## config.mk

```make
export PLATFORM = sky130hd
export DESIGN_NAME = scfg_decoder
export DESIGN_NICKNAME = d
export VERILOG_FILES = /design/src/scfg_pkg.sv /design/src/scfg_decoder.sv /design/src/scfg_image_mem.sv
export SDC_FILE = /design/constraint.sdc
export NUM_CORES = 1
export LEC_CHECK = 0
export BUFFER_PORTS_ARGS = -buffer_cell sky130_fd_sc_hd__buf_4
export CORE_ASPECT_RATIO = 1.2
export CORE_MARGIN = 1
export CORE_UTILIZATION = 44
export DETAILED_ROUTE_END_ITERATION = 8
export GPL_TIMING_DRIVEN = 0
export SETUP_SLACK_MARGIN = 0.2
export SYNTH_ARGS = -nofsm -noshare
export SYNTH_HDL_FRONTEND = slang
export SYNTH_HIERARCHICAL = 1
export SYNTH_SLANG_ARGS = --single-unit
```

## constraint.sdc

```tcl
create_clock -name clk -period 11.6 [get_ports clk]
set_input_delay 1.16 -clock clk [delete_from_list [all_inputs] [get_ports clk]]
set_output_delay 1.16 -clock clk [all_outputs]
set_load 0.03 [all_outputs]
```

## src/scfg_pkg.sv

```systemverilog
package scfg_pkg;
   // ------------------------------------------------------------
   // Image layout.
   // ------------------------------------------------------------
   localparam int unsigned         WORD_W         = 16;
   localparam int unsigned         IMAGE_WORDS    = 10;
   localparam int unsigned         ADDR_W         = 4;
   localparam logic [ADDR_W-1:0]   OFF_CONTROL    = 4'h0;
   localparam logic [ADDR_W-1:0]   OFF_OPTION     = 4'h1;
   localparam logic [ADDR_W-1:0]   OFF_SPEED_UP   = 4'h2;
   localparam logic [ADDR_W-1:0]   OFF_SPEED_LO   = 4'h3;
   localparam logic [ADDR_W-1:0]   OFF_STEPS      = 4'h4;
   localparam logic [ADDR_W-1:0]   OFF_RSVD_A     = 4'h5;
   localparam logic [ADDR_W-1:0]   OFF_ENC_RES    = 4'h6;
   localparam logic [ADDR_W-1:0]   OFF_IDLE_PCT   = 4'h7;
   localparam logic [ADDR_W-1:0]   OFF_RUN_CUR    = 4'h8;
   localparam logic [ADDR_W-1:0]   OFF_RSVD_B     = 4'h9;
   localparam logic [WORD_W-1:0]   WORD_RESET     = 16'h0000;

   // ------------------------------------------------------------
   // Control word field positions.
   // ------------------------------------------------------------
   localparam int unsigned BIT_MODE       = 15;
   localparam int unsigned BIT_RES_OFF    = 14;
   localparam int unsigned BIT_STALL_EN   = 13;
   localparam int unsigned BIT_PROX_GATE  = 11;
   localparam int unsigned BIT_ENC_EN     = 10;
   localparam logic [WORD_W-1:0] CTRL_RSVD_MASK = 16'h13C0;

   // ------------------------------------------------------------
   // Ranges.
   // ------------------------------------------------------------
   localparam logic [WORD_W-1:0] SPEED_SCALE   = 16'h03E8;
   localparam logic [WORD_W-1:0] SPEED_LO_MAX  = 16'h03E7;
   localparam logic [31:0]       SPEED_MIN     = 32'h0000_0001;
   localparam logic [31:0]       SPEED_MAX     = 32'h001E_847F;
   localparam logic [WORD_W-1:0] STEPS_MIN     = 16'h00C8;
   localparam logic [WORD_W-1:0] STEPS_MAX     = 16'h7FFF;
   localparam logic [WORD_W-1:0] ENC_RES_1K    = 16'h0400;
   localparam logic [WORD_W-1:0] ENC_RES_2K    = 16'h0800;
   localparam logic [WORD_W-1:0] ENC_RES_4K    = 16'h1000;
   localparam logic [WORD_W-1:0] IDLE_PCT_MAX  = 16'h0064;
   localparam logic [WORD_W-1:0] RUN_CUR_MIN   = 16'h0001;
   localparam logic [WORD_W-1:0] RUN_CUR_MAX   = 16'h0022;

   // Error flag positions in the status vector.
   localparam int unsigned ERR_W          = 8;
   localparam int unsigned ERR_SPEED      = 0;
   localparam int unsigned ERR_STEPS      = 1;
   localparam int unsigned ERR_ENC_RES    = 2;
   localparam int unsigned ERR_IDLE       = 3;
   localparam int unsigned ERR_RUN_CUR    = 4;
   localparam int unsigned ERR_RESERVED   = 5;
   localparam int unsigned ERR_STALL      = 6;
   localparam int unsigned ERR_SPEED_FMT  = 7;
endpackage : scfg_pkg

```

## src/scfg_decoder.sv

```systemverilog
`timescale 1ns/100ps
// How it works
// - Control bit 15 selects configuration mode.
// - Bit 14 set turns antiresonance off.
// - Stall detect needs encoder and resolution.
// - Bit 11 makes proximity flag gate homing.
// - Gated, no proximity means home edges ignored.
// - Starting speed 1 to 1,999,999 else rejected.
// - Encoder resolution 1024/2048/4096, absolute 2048.
// - Run current 1 to 34 tenths amp.
// - Bit 10 enables encoder, needs resolution.
// - Speed upper is thousands, lower remainder.
module scfg_decoder (
   // Clock and reset.
   input  wire logic                        clk,
   input  wire logic                        nrst,
   // Host output-image word port.
   input  wire logic                        img_wr,
   input  wire logic [scfg_pkg::ADDR_W-1:0] img_addr,
   input  wire logic [scfg_pkg::WORD_W-1:0] img_data,
   input  wire logic [scfg_pkg::ADDR_W-1:0] img_rd_addr,
   output logic      [scfg_pkg::WORD_W-1:0] img_rd_data,
   // Host apply request and drive options.
   input  wire logic                        apply,
   input  wire logic                        enc_absolute,
   // Homing inputs.
   input  wire logic                        prox_flag,
   input  wire logic                        home_switch,
   // Decoded configuration.
   output logic                             config_mode,
   output logic                             cfg_valid,
   output logic                             cfg_reject,
   output logic      [scfg_pkg::ERR_W-1:0]  cfg_errors,
   output logic                             resonance_comp_on,
   output logic                             stall_detect_on,
   output logic                             encoder_on,
   output logic                             proximity_gate_on_field,
   output logic      [31:0]                 start_speed,
   output logic      [scfg_pkg::WORD_W-1:0] steps_turn,
   output logic      [scfg_pkg::WORD_W-1:0] enc_counts,
   output logic      [scfg_pkg::WORD_W-1:0] idle_pct,
   output logic      [scfg_pkg::WORD_W-1:0] run_cur,
   output logic                             home_event
);
   import scfg_pkg::*;

   // ------------------------------------------------------------
   // State.
   // ------------------------------------------------------------
   typedef struct packed {
      logic [IMAGE_WORDS-1:0][WORD_W-1:0] img;
      logic [WORD_W-1:0]                  ctrl;
      logic                               valid;
      logic                               reject;
      logic [ERR_W-1:0]                   errs;
      logic [31:0]                        speed;
      logic [WORD_W-1:0]                  steps;
      logic [WORD_W-1:0]                  enc;
      logic [WORD_W-1:0]                  idle;
      logic [WORD_W-1:0]                  cur;
      logic [2:0]                         home_sync;
      logic                               home_seen;
      logic                               home_ev;
   } scfg_dec_type;

   scfg_dec_type state;
   scfg_dec_type next_state;

   // Combines the two decimal halves into one step rate.
   function automatic logic [31:0] join_speed(input logic [WORD_W-1:0] up,
                                             input logic [WORD_W-1:0] lo);
      join_speed = 32'(up) * 32'(SPEED_SCALE) + 32'(lo);
   endfunction : join_speed

   // Inclusive range test reused by several checks.
   function automatic logic in_range(input logic [WORD_W-1:0] v,
                                     input logic [WORD_W-1:0] lo,
                                     input logic [WORD_W-1:0] hi);
      in_range = (v >= lo) && (v <= hi);
   endfunction : in_range

   // Image store mirror for host read-back of written words.
   scfg_image_mem u_mem (
      .clk     (clk),
      .nrst    (nrst),
      .wr_en   (img_wr),
      .wr_addr (img_addr),
      .wr_data (img_data),
      .rd_addr (img_rd_addr),
      .rd_data (img_rd_data)
   );

   // ------------------------------------------------------------
   // Checks on the staged image.
   // ------------------------------------------------------------
   logic [ERR_W-1:0] chk;
   logic [31:0]      cand_speed;
   logic [WORD_W-1:0] c0;

   always_comb begin
      c0         = state.img[OFF_CONTROL];
      cand_speed = join_speed(state.img[OFF_SPEED_UP],
                              state.img[OFF_SPEED_LO]);
      chk = '0;
      chk[ERR_SPEED] = (cand_speed < SPEED_MIN)
                    || (cand_speed > SPEED_MAX);
      chk[ERR_SPEED_FMT] = state.img[OFF_SPEED_LO] > SPEED_LO_MAX;
      chk[ERR_STEPS] = !in_range(state.img[OFF_STEPS],
                                 STEPS_MIN, STEPS_MAX);
      chk[ERR_IDLE]  = state.img[OFF_IDLE_PCT] > IDLE_PCT_MAX;
      chk[ERR_RUN_CUR] = !in_range(state.img[OFF_RUN_CUR],
                                   RUN_CUR_MIN, RUN_CUR_MAX);
      // Resolution only matters once the encoder is enabled.
      if (c0[BIT_ENC_EN]) begin
         if (enc_absolute) begin
            chk[ERR_ENC_RES] = state.img[OFF_ENC_RES] != ENC_RES_2K;
         end else begin
            chk[ERR_ENC_RES] = (state.img[OFF_ENC_RES] != ENC_RES_1K)
                            && (state.img[OFF_ENC_RES] != ENC_RES_2K)
                            && (state.img[OFF_ENC_RES] != ENC_RES_4K);
         end
      end
      chk[ERR_STALL] = c0[BIT_STALL_EN] && !c0[BIT_ENC_EN];
      // Reserved content is flagged rather than trusted.
      chk[ERR_RESERVED] = ((c0 & CTRL_RSVD_MASK) != WORD_RESET)
                       || (state.img[OFF_RSVD_A] != WORD_RESET)
                       || (state.img[OFF_RSVD_B] != WORD_RESET);
   end

   // ------------------------------------------------------------
   // Next state.
   // ------------------------------------------------------------
   always_comb begin
      next_state = state;
      next_state.home_ev = 1'b0;
      if (img_wr && (img_addr < ADDR_W'(IMAGE_WORDS))) begin
         next_state.img[img_addr] = img_data;
      end
      // Mode follows control word straight away so the host can leave.
      if (img_wr && (img_addr == OFF_CONTROL)) begin
         next_state.ctrl[BIT_MODE] = img_data[BIT_MODE];
      end
      // Apply only in configuration mode; a bad image keeps the old set.
      if (apply && state.ctrl[BIT_MODE]) begin
         next_state.errs = chk;
         if (chk == '0) begin
            next_state.valid  = 1'b1;
            next_state.reject = 1'b0;
            next_state.ctrl   = state.img[OFF_CONTROL];
            next_state.speed  = cand_speed;
            next_state.steps  = state.img[OFF_STEPS];
            next_state.enc    = state.img[OFF_ENC_RES];
            next_state.idle   = state.img[OFF_IDLE_PCT];
            next_state.cur    = state.img[OFF_RUN_CUR];
         end else begin
            next_state.reject = 1'b1;
         end
      end
      // Home switch: three-stage sync, rise counted when 2 and 3 agree.
      next_state.home_sync = {state.home_sync[1:0], home_switch};
      if (state.home_sync[2] == state.home_sync[1]) begin
         next_state.home_seen = state.home_sync[2];
         if (state.home_sync[2] && !state.home_seen) begin
            // Gated homing drops edges unless proximity is asserted.
            next_state.home_ev = !(state.ctrl[BIT_PROX_GATE]
                                   && !prox_flag);
         end
      end
   end

   // Registered state.
   always_ff @(posedge clk) begin
      if (!nrst) begin
         state <= '0;
      end else begin
         state <= next_state;
      end
   end

   // ------------------------------------------------------------
   // Outputs.
   // ------------------------------------------------------------
   assign config_mode             = state.ctrl[BIT_MODE];
   assign cfg_valid               = state.valid;
   assign cfg_reject              = state.reject;
   assign cfg_errors              = state.errs;
   assign resonance_comp_on       = !state.ctrl[BIT_RES_OFF];
   assign encoder_on              = state.ctrl[BIT_ENC_EN];
   assign stall_detect_on         = state.ctrl[BIT_STALL_EN]
                                 && state.ctrl[BIT_ENC_EN];
   assign proximity_gate_on_field = state.ctrl[BIT_PROX_GATE];
   assign start_speed             = state.speed;
   assign steps_turn              = state.steps;
   assign enc_counts              = state.enc;
   assign idle_pct                = state.idle;
   assign run_cur                 = state.cur;
   assign home_event              = state.home_ev;

   // ------------------------------------------------------------
   // Checks.
   // ------------------------------------------------------------
   speed_bound_a: assert property (
      @(posedge clk) disable iff (!nrst)
      cfg_valid |-> (start_speed >= SPEED_MIN && start_speed <= SPEED_MAX))
      else $error("applied speed out of range");
   run_cur_a: assert property (
      @(posedge clk) disable iff (!nrst)
      cfg_valid |-> (run_cur >= RUN_CUR_MIN && run_cur <= RUN_CUR_MAX))
      else $error("applied run current out of range");
   // Stall detection needs the encoder and a legal resolution behind it.
   stall_enc_a: assert property (
      @(posedge clk) disable iff (!nrst)
      stall_detect_on |-> (encoder_on
                           && (enc_counts == ENC_RES_1K
                               || enc_counts == ENC_RES_2K
                               || enc_counts == ENC_RES_4K)))
      else $error("stall detect without encoder");
   // The gate and the flag are those seen when the pulse was formed.
   gate_home_a: assert property (
      @(posedge clk) disable iff (!nrst)
      ($past(proximity_gate_on_field) && !$past(prox_flag)) |-> !home_event)
      else $error("home edge passed without proximity");
   reject_keep_a: assert property (
      @(posedge clk) disable iff (!nrst)
      (apply && config_mode && chk != '0)
      |=> cfg_reject && $stable(start_speed))
      else $error("bad image changed settings");
   cmd_apply_a: assert property (
      @(posedge clk) disable iff (!nrst)
      (apply && !config_mode) |=> $stable(cfg_errors))
      else $error("apply taken in command mode");
   // A good apply must carry the staged bit 14 into the drive, inverted.
   res_off_a: assert property (
      @(posedge clk) disable iff (!nrst)
      (apply && config_mode && chk == '0)
      |=> resonance_comp_on == !$past(c0[BIT_RES_OFF]))
      else $error("antiresonance polarity wrong");
   steps_idle_a: assert property (
      @(posedge clk) disable iff (!nrst)
      cfg_valid |-> (in_range(steps_turn, STEPS_MIN, STEPS_MAX)
                     && idle_pct <= IDLE_PCT_MAX))
      else $error("applied steps or idle out of range");
endmodule : scfg_decoder

```

## src/scfg_image_mem.sv

```systemverilog
`timescale 1ns/100ps
// ------------------------------------------------------------
// Ten-word image store with registered read port.
// ------------------------------------------------------------
module scfg_image_mem (
   // Clock and reset.
   input  wire logic                        clk,
   input  wire logic                        nrst,
   // Write port.
   input  wire logic                        wr_en,
   input  wire logic [scfg_pkg::ADDR_W-1:0] wr_addr,
   input  wire logic [scfg_pkg::WORD_W-1:0] wr_data,
   // Read port.
   input  wire logic [scfg_pkg::ADDR_W-1:0] rd_addr,
   output logic      [scfg_pkg::WORD_W-1:0] rd_data
);
   import scfg_pkg::*;

   typedef struct packed {
      logic [IMAGE_WORDS-1:0][WORD_W-1:0] mem;
      logic [WORD_W-1:0]                  rd;
   } scfg_mem_type;

   scfg_mem_type state;
   scfg_mem_type next_state;

   // Writes beyond the image are dropped; reads there return zero.
   always_comb begin
      next_state = state;
      if (wr_en && (wr_addr < ADDR_W'(IMAGE_WORDS))) begin
         next_state.mem[wr_addr] = wr_data;
      end
      if (rd_addr < ADDR_W'(IMAGE_WORDS)) begin
         next_state.rd = state.mem[rd_addr];
      end else begin
         next_state.rd = WORD_RESET;
      end
   end

   // Registered store.
   always_ff @(posedge clk) begin
      if (!nrst) begin
         state <= '0;
      end else begin
         state <= next_state;
      end
   end

   assign rd_data = state.rd;
endmodule : scfg_image_mem

```

==> results by group, run 1 <==
STA
  – Tmin final: 8041 ps
  – Max Clock Skew: between 30 and 40 ps
  – Slew headroom: 20.01%
  – Worst setup margin: 3559 ps
  – Maximum clock rate: 124.4 MHz
  – Setup TNS: 0 ps
  – RSZ-0062 raised after global routing: no
  – Worst-Margin Slew: 1200 ps
  – Final Hold Violating Endpoints: 0
  – Final setup viols: 0
  – Slew Limit Fails: 0
  – Period Utilization, post-route: roughly 69%

Synthesis
  – Synth top area cells: dfxtp_1 (38%), nand2_1 (6.9%), mux2i_1 (5.7%)
  – Synthesized cell area: 22,490 sq um
  – Most instantiated cells after synthesis: dfxtp_1 (425), nand2_1 (411), nand3_1 (182)
  – Most used DFF post-synth: dfxtp_1
  – YS warnings: 6
  – Most instantiated library cell after synthesis: dfxtp_1
  – Synth async-reset ratio: 0%
  – Seq/Total Area, Yosys: 37.83%
  – Number of synthesized flops with an enable pin: 0
  – FF+latch count, synth: 425
  – Synthesized instance count: between 2k and 3k
  – Synth unique cells: ~90
  – Top-area cell type share of the netlist area: a little under two fifths
  – Cell taking the most area after synthesis: dfxtp_1
  – Syn avg cell area: 8.664 sq um

Worst setup path
  – R2r setup slk: 3560 ps
  – R2r endpoint: start_speed[8]
  – R2r worst-path depth: 28
  – Worst stage delay on the critical path: 580 ps
  – Top delay family on crit path: adder cells
  – CP dominant cell by count: fa_1
  – Worst Path Arrival: approximately 8500 ps
  – Crit end category: flip-flop
  – Slowest-stage cell, CP: dfxtp_1
  – WP buf/inv: 6
  – Type of origin of the critical path: flip-flop
  – Setup CP Type: flip-flop to flip-flop
  – Crit path required time: 12,060 ps
  – CP Max Fanout: 10
  – Reg2reg start: state[160]

Floorplanning
  – Std-Cell Rows: 90
  – Die extent in x: 208.4 um
  – Core Region: 50,340 sq um
  – Initial Util: ~45%
  – Die area: 52,030 sq um
  – Die height: 249.7 um
  – Boundary Pins: 159

Placed design
  – Pre-CTS WS: about 3500 ps
  – Final GP Congestion: a little over 1
  – Dpl cells: roughly 3.4k
  – Hpwl dp: 50,240 um
  – Number of I/O port buffers: between 100 and 150

Power and ir drop
  – IR drop worst, VDD: 0.1224 mV
  – Pint: 2.387 mW
  – Static Leak: 10.09 nW
  – Switching power total: 814.0 uW
  – Sequential Power Share: between 40% and 50%
  – Pwr Density: 124.0 nW/um^2
  – Combinational Power Share: 8.6%
  – Sw frac: 25.43%
  – Clk pwr share: 45.0%

Drt
  – Wirelength per Cell: 19.21 um
  – Via count: 18.98k
  – Initial DRT Pass Iterations: 5
  – Vias/cell: ~5.5
  – Final wirelength: 66,480 um
  – DRT iter0 DRCs: 1,191
  – DRC: 0
  – Post-route antenna net violation count: 0

GRT
  – GRT Total Usage: 25.30%
  – Largest net degree at the start of global routing: 14
  – Initial antenna violation count: 0
  – Global route total overflow: 0
  – Vias in the first global route: 18.80k
  – First-pass GRT wire length: 104,500 um

Final layout
  – Area grow syn2layout: 14.72%
  – Non-Filler Instances: 3,460
  – Nets: 2,934
  – Fin util: 51.27%
  – Inserted Diodes: 0
  – Layout cells sized above 1: 15.13%

Clock tree
  – Num CTS Buffers: 45
  – CTS tree: yes
  – H-tree depth: 2
  – CTS resizes: 0
  – Bufs on Longest Clock Path: 3
  – Clk root buf: clkbuf_16
  – # clock sinks: 425
  – Hold Buf Count CTS: 0
  – Post-CTS setup buffers: 0
  – Worst-path clk slew: 60 ps
  – Clk Latency, worst-skew pair: 600 ps

Min path
  – Hold Path Cell Cnt: 1
  – Hold Path Class: flip-flop to flip-flop
  – HP Start: next_state[3]
  – Worst Hold End: next_state[4]

Flow run
  – Max_cap viols: 0

Outcome
  – Status: finished, final reports clean
==> power groups by stage <==
| stage | clock network (mW) | logic [mW] | registers (mW) |
|---|---|---|---|
| finish | 1.44 | 0.275 | 1.48 |
| global route | 1.53 | 0.295 | 1.49 |
| CTS | 1.47 | 0.273 | 1.48 |
| detailed placement | 0 | 0.272 | 1.52 |
| global placement | 0 | 0.268 | 1.52 |
| floorplan | 0 | 0.179 | 1.51 |
==> worst register-to-register path: cells and delay by family (launching register included) <==
| family | cells | cell delay, ps |
|---|---|---|
| muxes | 1 | 340 |
| buffers and inverters | 6 | 850 |
| DFF | 1 | 580 |
| and+or+nand+nor | 6 | 1340 |
| AOI/OAI and AO/OA | 7 | 1760 |
| adders and majority gates | 6 | 2730 |
| xor gates and xnor gates | 2 | 330 |
==> routing by layer <==
layer / track usage [%] / routed length [um] / vias to the layer above
met4: 13.16 / 3303 / 0
met1: 30.21 / 27160 / 9150
met2: 44.15 / 32710 / 533
met3: 3.347 / 3300 / 118
li1: - / - / 9177
met5: 0 / 0 / -
==> per-stage QoR <==
stage | power [mW] | cell area, sq um | hold slack, ps
2_1_floorplan | 1.692 | 22510 | 411.9
3_3_place_gp | 1.784 | 24330 | 430.4
3_5_place_dp | 1.788 | 24330 | 430.4
4_1_cts | 3.226 | 25800 | 446.3
5_1_grt | 3.312 | 25800 | 457.2
6_report | 3.201 | 25800 | 441.8
==> cell usage in the layout, fill, tap and decap left out, drive strengths merged, types with 5 or more instances in the layout <==
master  instances
a211oi         11
a21boi        163
a21o           12
a21oi         154
a221oi         14
a31oi           7
and2           17
and3            7
buf           319
clkbuf        223
conb            5
dfxtp         425
fa             54
ha             66
inv            95
mux2            7
mux2i         129
mux4           16
nand2         411
nand2b         13
nand3         182
nand4          11
nor2           69
nor2b           9
nor3           26
nor3b          27
nor4           27
o211a           5
o211ai          7
o21a            8
o21ai         182
o21bai          5
o221a          13
o22ai           5
or3             5
xnor2          22
xor2            9
==> kinds of logic (layout without fill, tap and decap cells) <==
family                     after synthesis  count (layout)  share of synthesized area (%)
AOI/OAI and AO/OA                      614             614                          17.39
muxes                                  152             152                          7.760
adders and majority gates              120             120                          8.478
and+or+nand+nor                        827             827                          17.09
buffers and inverters                  426             642                          10.23
other                                    1               5                        0.01667
xor gates and xnor gates                31              31                          1.207
DFF                                    425             425                          37.83
==> area by class of cell <==
type	count	area [sq um]
Clock inverter	8	115.1
Fill cell	4826	24530
Clock buffer	72	1358
Timing Repair Buffer	136	1018
Sequential cell	425	8508
Inverter	92	345.3
Tap cell	644	805.8
Buffer	334	1956
Multi-Input combinational cell	1749	11700
==> how the worst max path moves through the flow <==
stage	slack (ps)	cells past startpoint	end	from
floorplan	4610	28	start_speed[6]	state[160]
global placement	3620	28	start_speed[6]	state[160]
detailed placement	3540	28	start_speed[8]	state[160]
CTS	3500	28	start_speed[8]	state[160]
global route	2950	28	start_speed[8]	state[160]
finish	3560	28	start_speed[8]	state[160]
==> flip-flops by register name, indices dropped and copies added, names as in the netlist <==
signal	flops
cfg_valid	1
cfg_reject	1
u_mem/rd_data	16
enc_counts	16
state	132
encoder_on	1
start_speed	27
next_state	2
proximity_gate_on_field	1
idle_pct	16
home_event	1
c0	10
steps_turn	16
cfg_errors	8
config_mode	1
u_mem/state	160
run_cur	16
(Power assumes the default switching activity.)
==> run 2: changes to the inputs <==
- clock period: 11.6 -> 7.8 ns (I/O delays scaled with it)
==> results by group, run 2 (synthesis results as in run 1) <==
Final layout
  – Area grow syn2layout: 15.48%
  – Nets: a little under 3k
  – Inserted Diodes: 0
  – Commonest cells after routing, fill and taps aside: dfxtp_1 (422), nand2_1 (411), buf_4 (262), nand3_1 (181), o21ai_0 (177)
  – Layout cells sized above 1: 15.83%
  – Max FFs per register: 160
  – Largest register by flop count: u_mem/state
  – Largest registers: u_mem/state (160), state (132), start_speed (27)
  – Leading cell type in the layout, fill and taps excluded: dfxtp_1

STA
  – Tmin final: 7274 ps
  – Worst setup margin: 526.5 ps
  – Max Clock Skew: 32.99 ps
  – Maximum clock rate: 137.5 MHz
  – Final setup viols: 0
  – Final Hold Violating Endpoints: 0
  – Slew Limit Fails: 0
  – Period Utilization, post-route: 93.25%
  – Worst-Margin Slew: 1161 ps
  – Slew headroom: 22.60%
  – Min Hold Slack: 396.4 ps
  – RSZ-0062 raised after global routing: no

Min path
  – Hold Path Class: input port to flip-flop
  – Hold Path Cell Cnt: 2
  – Worst Hold End: next_state[3]
  – HP Start: home_switch

GRT
  – Global route total overflow: 0
  – First-pass GRT wire length: ~100,000 um
  – Initial antenna violation count: 0
  – GR Util met3: around 3.4%
  – GRT busiest layer: met2
  – Largest net degree at the start of global routing: 14
  – M1 GR Usage: a little under a third
  – Global Route met2 Usage: 44.20%
  – GRT Total Usage: 25.33%
  – Vias in the first global route: approximately 19k

Worst setup path
  – Crit end category: flip-flop
  – Reg2reg start: state[162]
  – Worst stage delay on the critical path: 520 ps
  – Slowest-stage cell, CP: fa_1
  – R2r worst-path depth: 28
  – Top delay family on crit path: adder cells
  – Worst Path Arrival: 7730 ps
  – Type of origin of the critical path: flip-flop
  – Setup CP Type: flip-flop to flip-flop
  – CP Max Fanout: 10
  – R2r endpoint: start_speed[8]
  – Crit path required time: 8260 ps
  – R2r setup slk: roughly 530 ps
  – WP buf/inv: 9

Power and ir drop
  – Combinational Power Share: 8.7%
  – IR drop worst, VDD: between 0.15 and 0.2 mV
  – Pwr Density: 183.5 nW/um^2
  – Switching power total: between 1 and 1.5 mW
  – Sequential Power Share: 46.3%
  – Pint: 3.552 mW
  – Clk pwr share: between 40% and 50%
  – Static Leak: 10.16 nW
  – Sw frac: between 20% and 30%

Floorplanning
  – Std-Cell Rows: 90
  – Die area: 52,030 sq um
  – Initial Util: 44.69%
  – Die height: 249.7 um
  – Die extent in x: around 210 um
  – Boundary Pins: 159
  – Core Region: approximately 50,000 sq um

Drt
  – Vias/cell: 5.475
  – Wirelength per Cell: about 19 um
  – DRT iter0 DRCs: 1,152
  – Final wirelength: 66,600 um
  – Post-route antenna net violation count: 0
  – Via count: between 15k and 20k
  – Initial DRT Pass Iterations: 6
  – DRC: 0

Clock tree
  – Clk Latency, worst-skew pair: about 610 ps
  – Hold Buf Count CTS: 0
  – Clk root buf: clkbuf_16
  – CTS tree: yes
  – H-tree depth: 2
  – # clock sinks: 425
  – Worst-path clk slew: around 60 ps
  – Bufs on Longest Clock Path: 3
  – Num CTS Buffers: between 40 and 50

Placed design
  – Hpwl dp: 50,240 um
  – Number of I/O port buffers: 135
  – Pre-CTS WS: -264.2 ps
  – Final GP Congestion: 1.033

Flow run
  – Max_cap viols: 0

Outcome
  – Status: finished, final reports clean
## run 2: layer usage
layer,part of all wire [%],wire (um)
met1,41,27240
met5,0,0
met3,5.1,3368
met4,5.1,3399
met2,49,32590
## run 2: timing repair
item                       4_1_cts  5_1_grt
resized for setup                8       18
buffers inserted                 2        5
pin swaps                        1        8
setup endpoints to repair       98       98
## run 2: worst reg2reg max path, delay by kind of cell (launching register included)
family          cells  cell delay (ps)
compound gates      3              840
xor+xnor            2              350
fa+ha+maj           6             2460
buf+inv             9             1390
flops               1              480
mux                 2              510
simple gates        6             1120
## run 2: power by group through the flow
stage | combinational (mW) | sequential (mW) | clock (mW)
floorplan | 0.266 | 2.25 | 0
global placement | 0.399 | 2.25 | 0
detailed placement | 0.404 | 2.26 | 0
CTS | 0.408 | 2.21 | 2.18
global route | 0.444 | 2.21 | 2.28
finish | 0.414 | 2.21 | 2.15
## run 2: area by class of cell
class / instances / area [sq um]
well taps: 644 / 805.8
repair buffers: 143 / 1084
fillers: 4816 / 24360
flip-flops and latches: 425 / 8519
inverters: 92 / 345.3
clock inverters: 8 / 115.1
plain buffers: 334 / 1961
multi-input cells: 1749 / 11790
clock buffers: 72 / 1358
## run 2: metrics by stage
| step | util (%) | TNS [ps] | instances | total power, mW | cell area, sq um |
|---|---|---|---|---|---|
| 2_1_floorplan | - | 0 | 2600 | 2.516 | 22510 |
| 3_3_place_gp | 48.33 | -2711 | 3379 | 2.653 | 24330 |
| 3_5_place_dp | 48.33 | -9987 | 3379 | 2.659 | 24330 |
| 4_1_cts | 51.34 | 0 | 3461 | 4.799 | 25840 |
| 5_1_grt | 51.60 | 0 | 3467 | 4.929 | 25970 |
| 6_report | 51.60 | 0 | 3467 | 4.767 | 25970 |
## run 2: worst max path at each step
stage          startpoint        endpoint  slack [ps]  cells after the start
3_5_place_dp   state[160]  start_speed[8]        -260                     28
2_1_floorplan  state[160]  start_speed[6]         810                     28
4_1_cts        state[161]  start_speed[8]         240                     27
3_3_place_gp   state[160]  start_speed[6]        -180                     28
6_report       state[162]  start_speed[8]         530                     28
5_1_grt        state[163]  start_speed[8]         210                     28
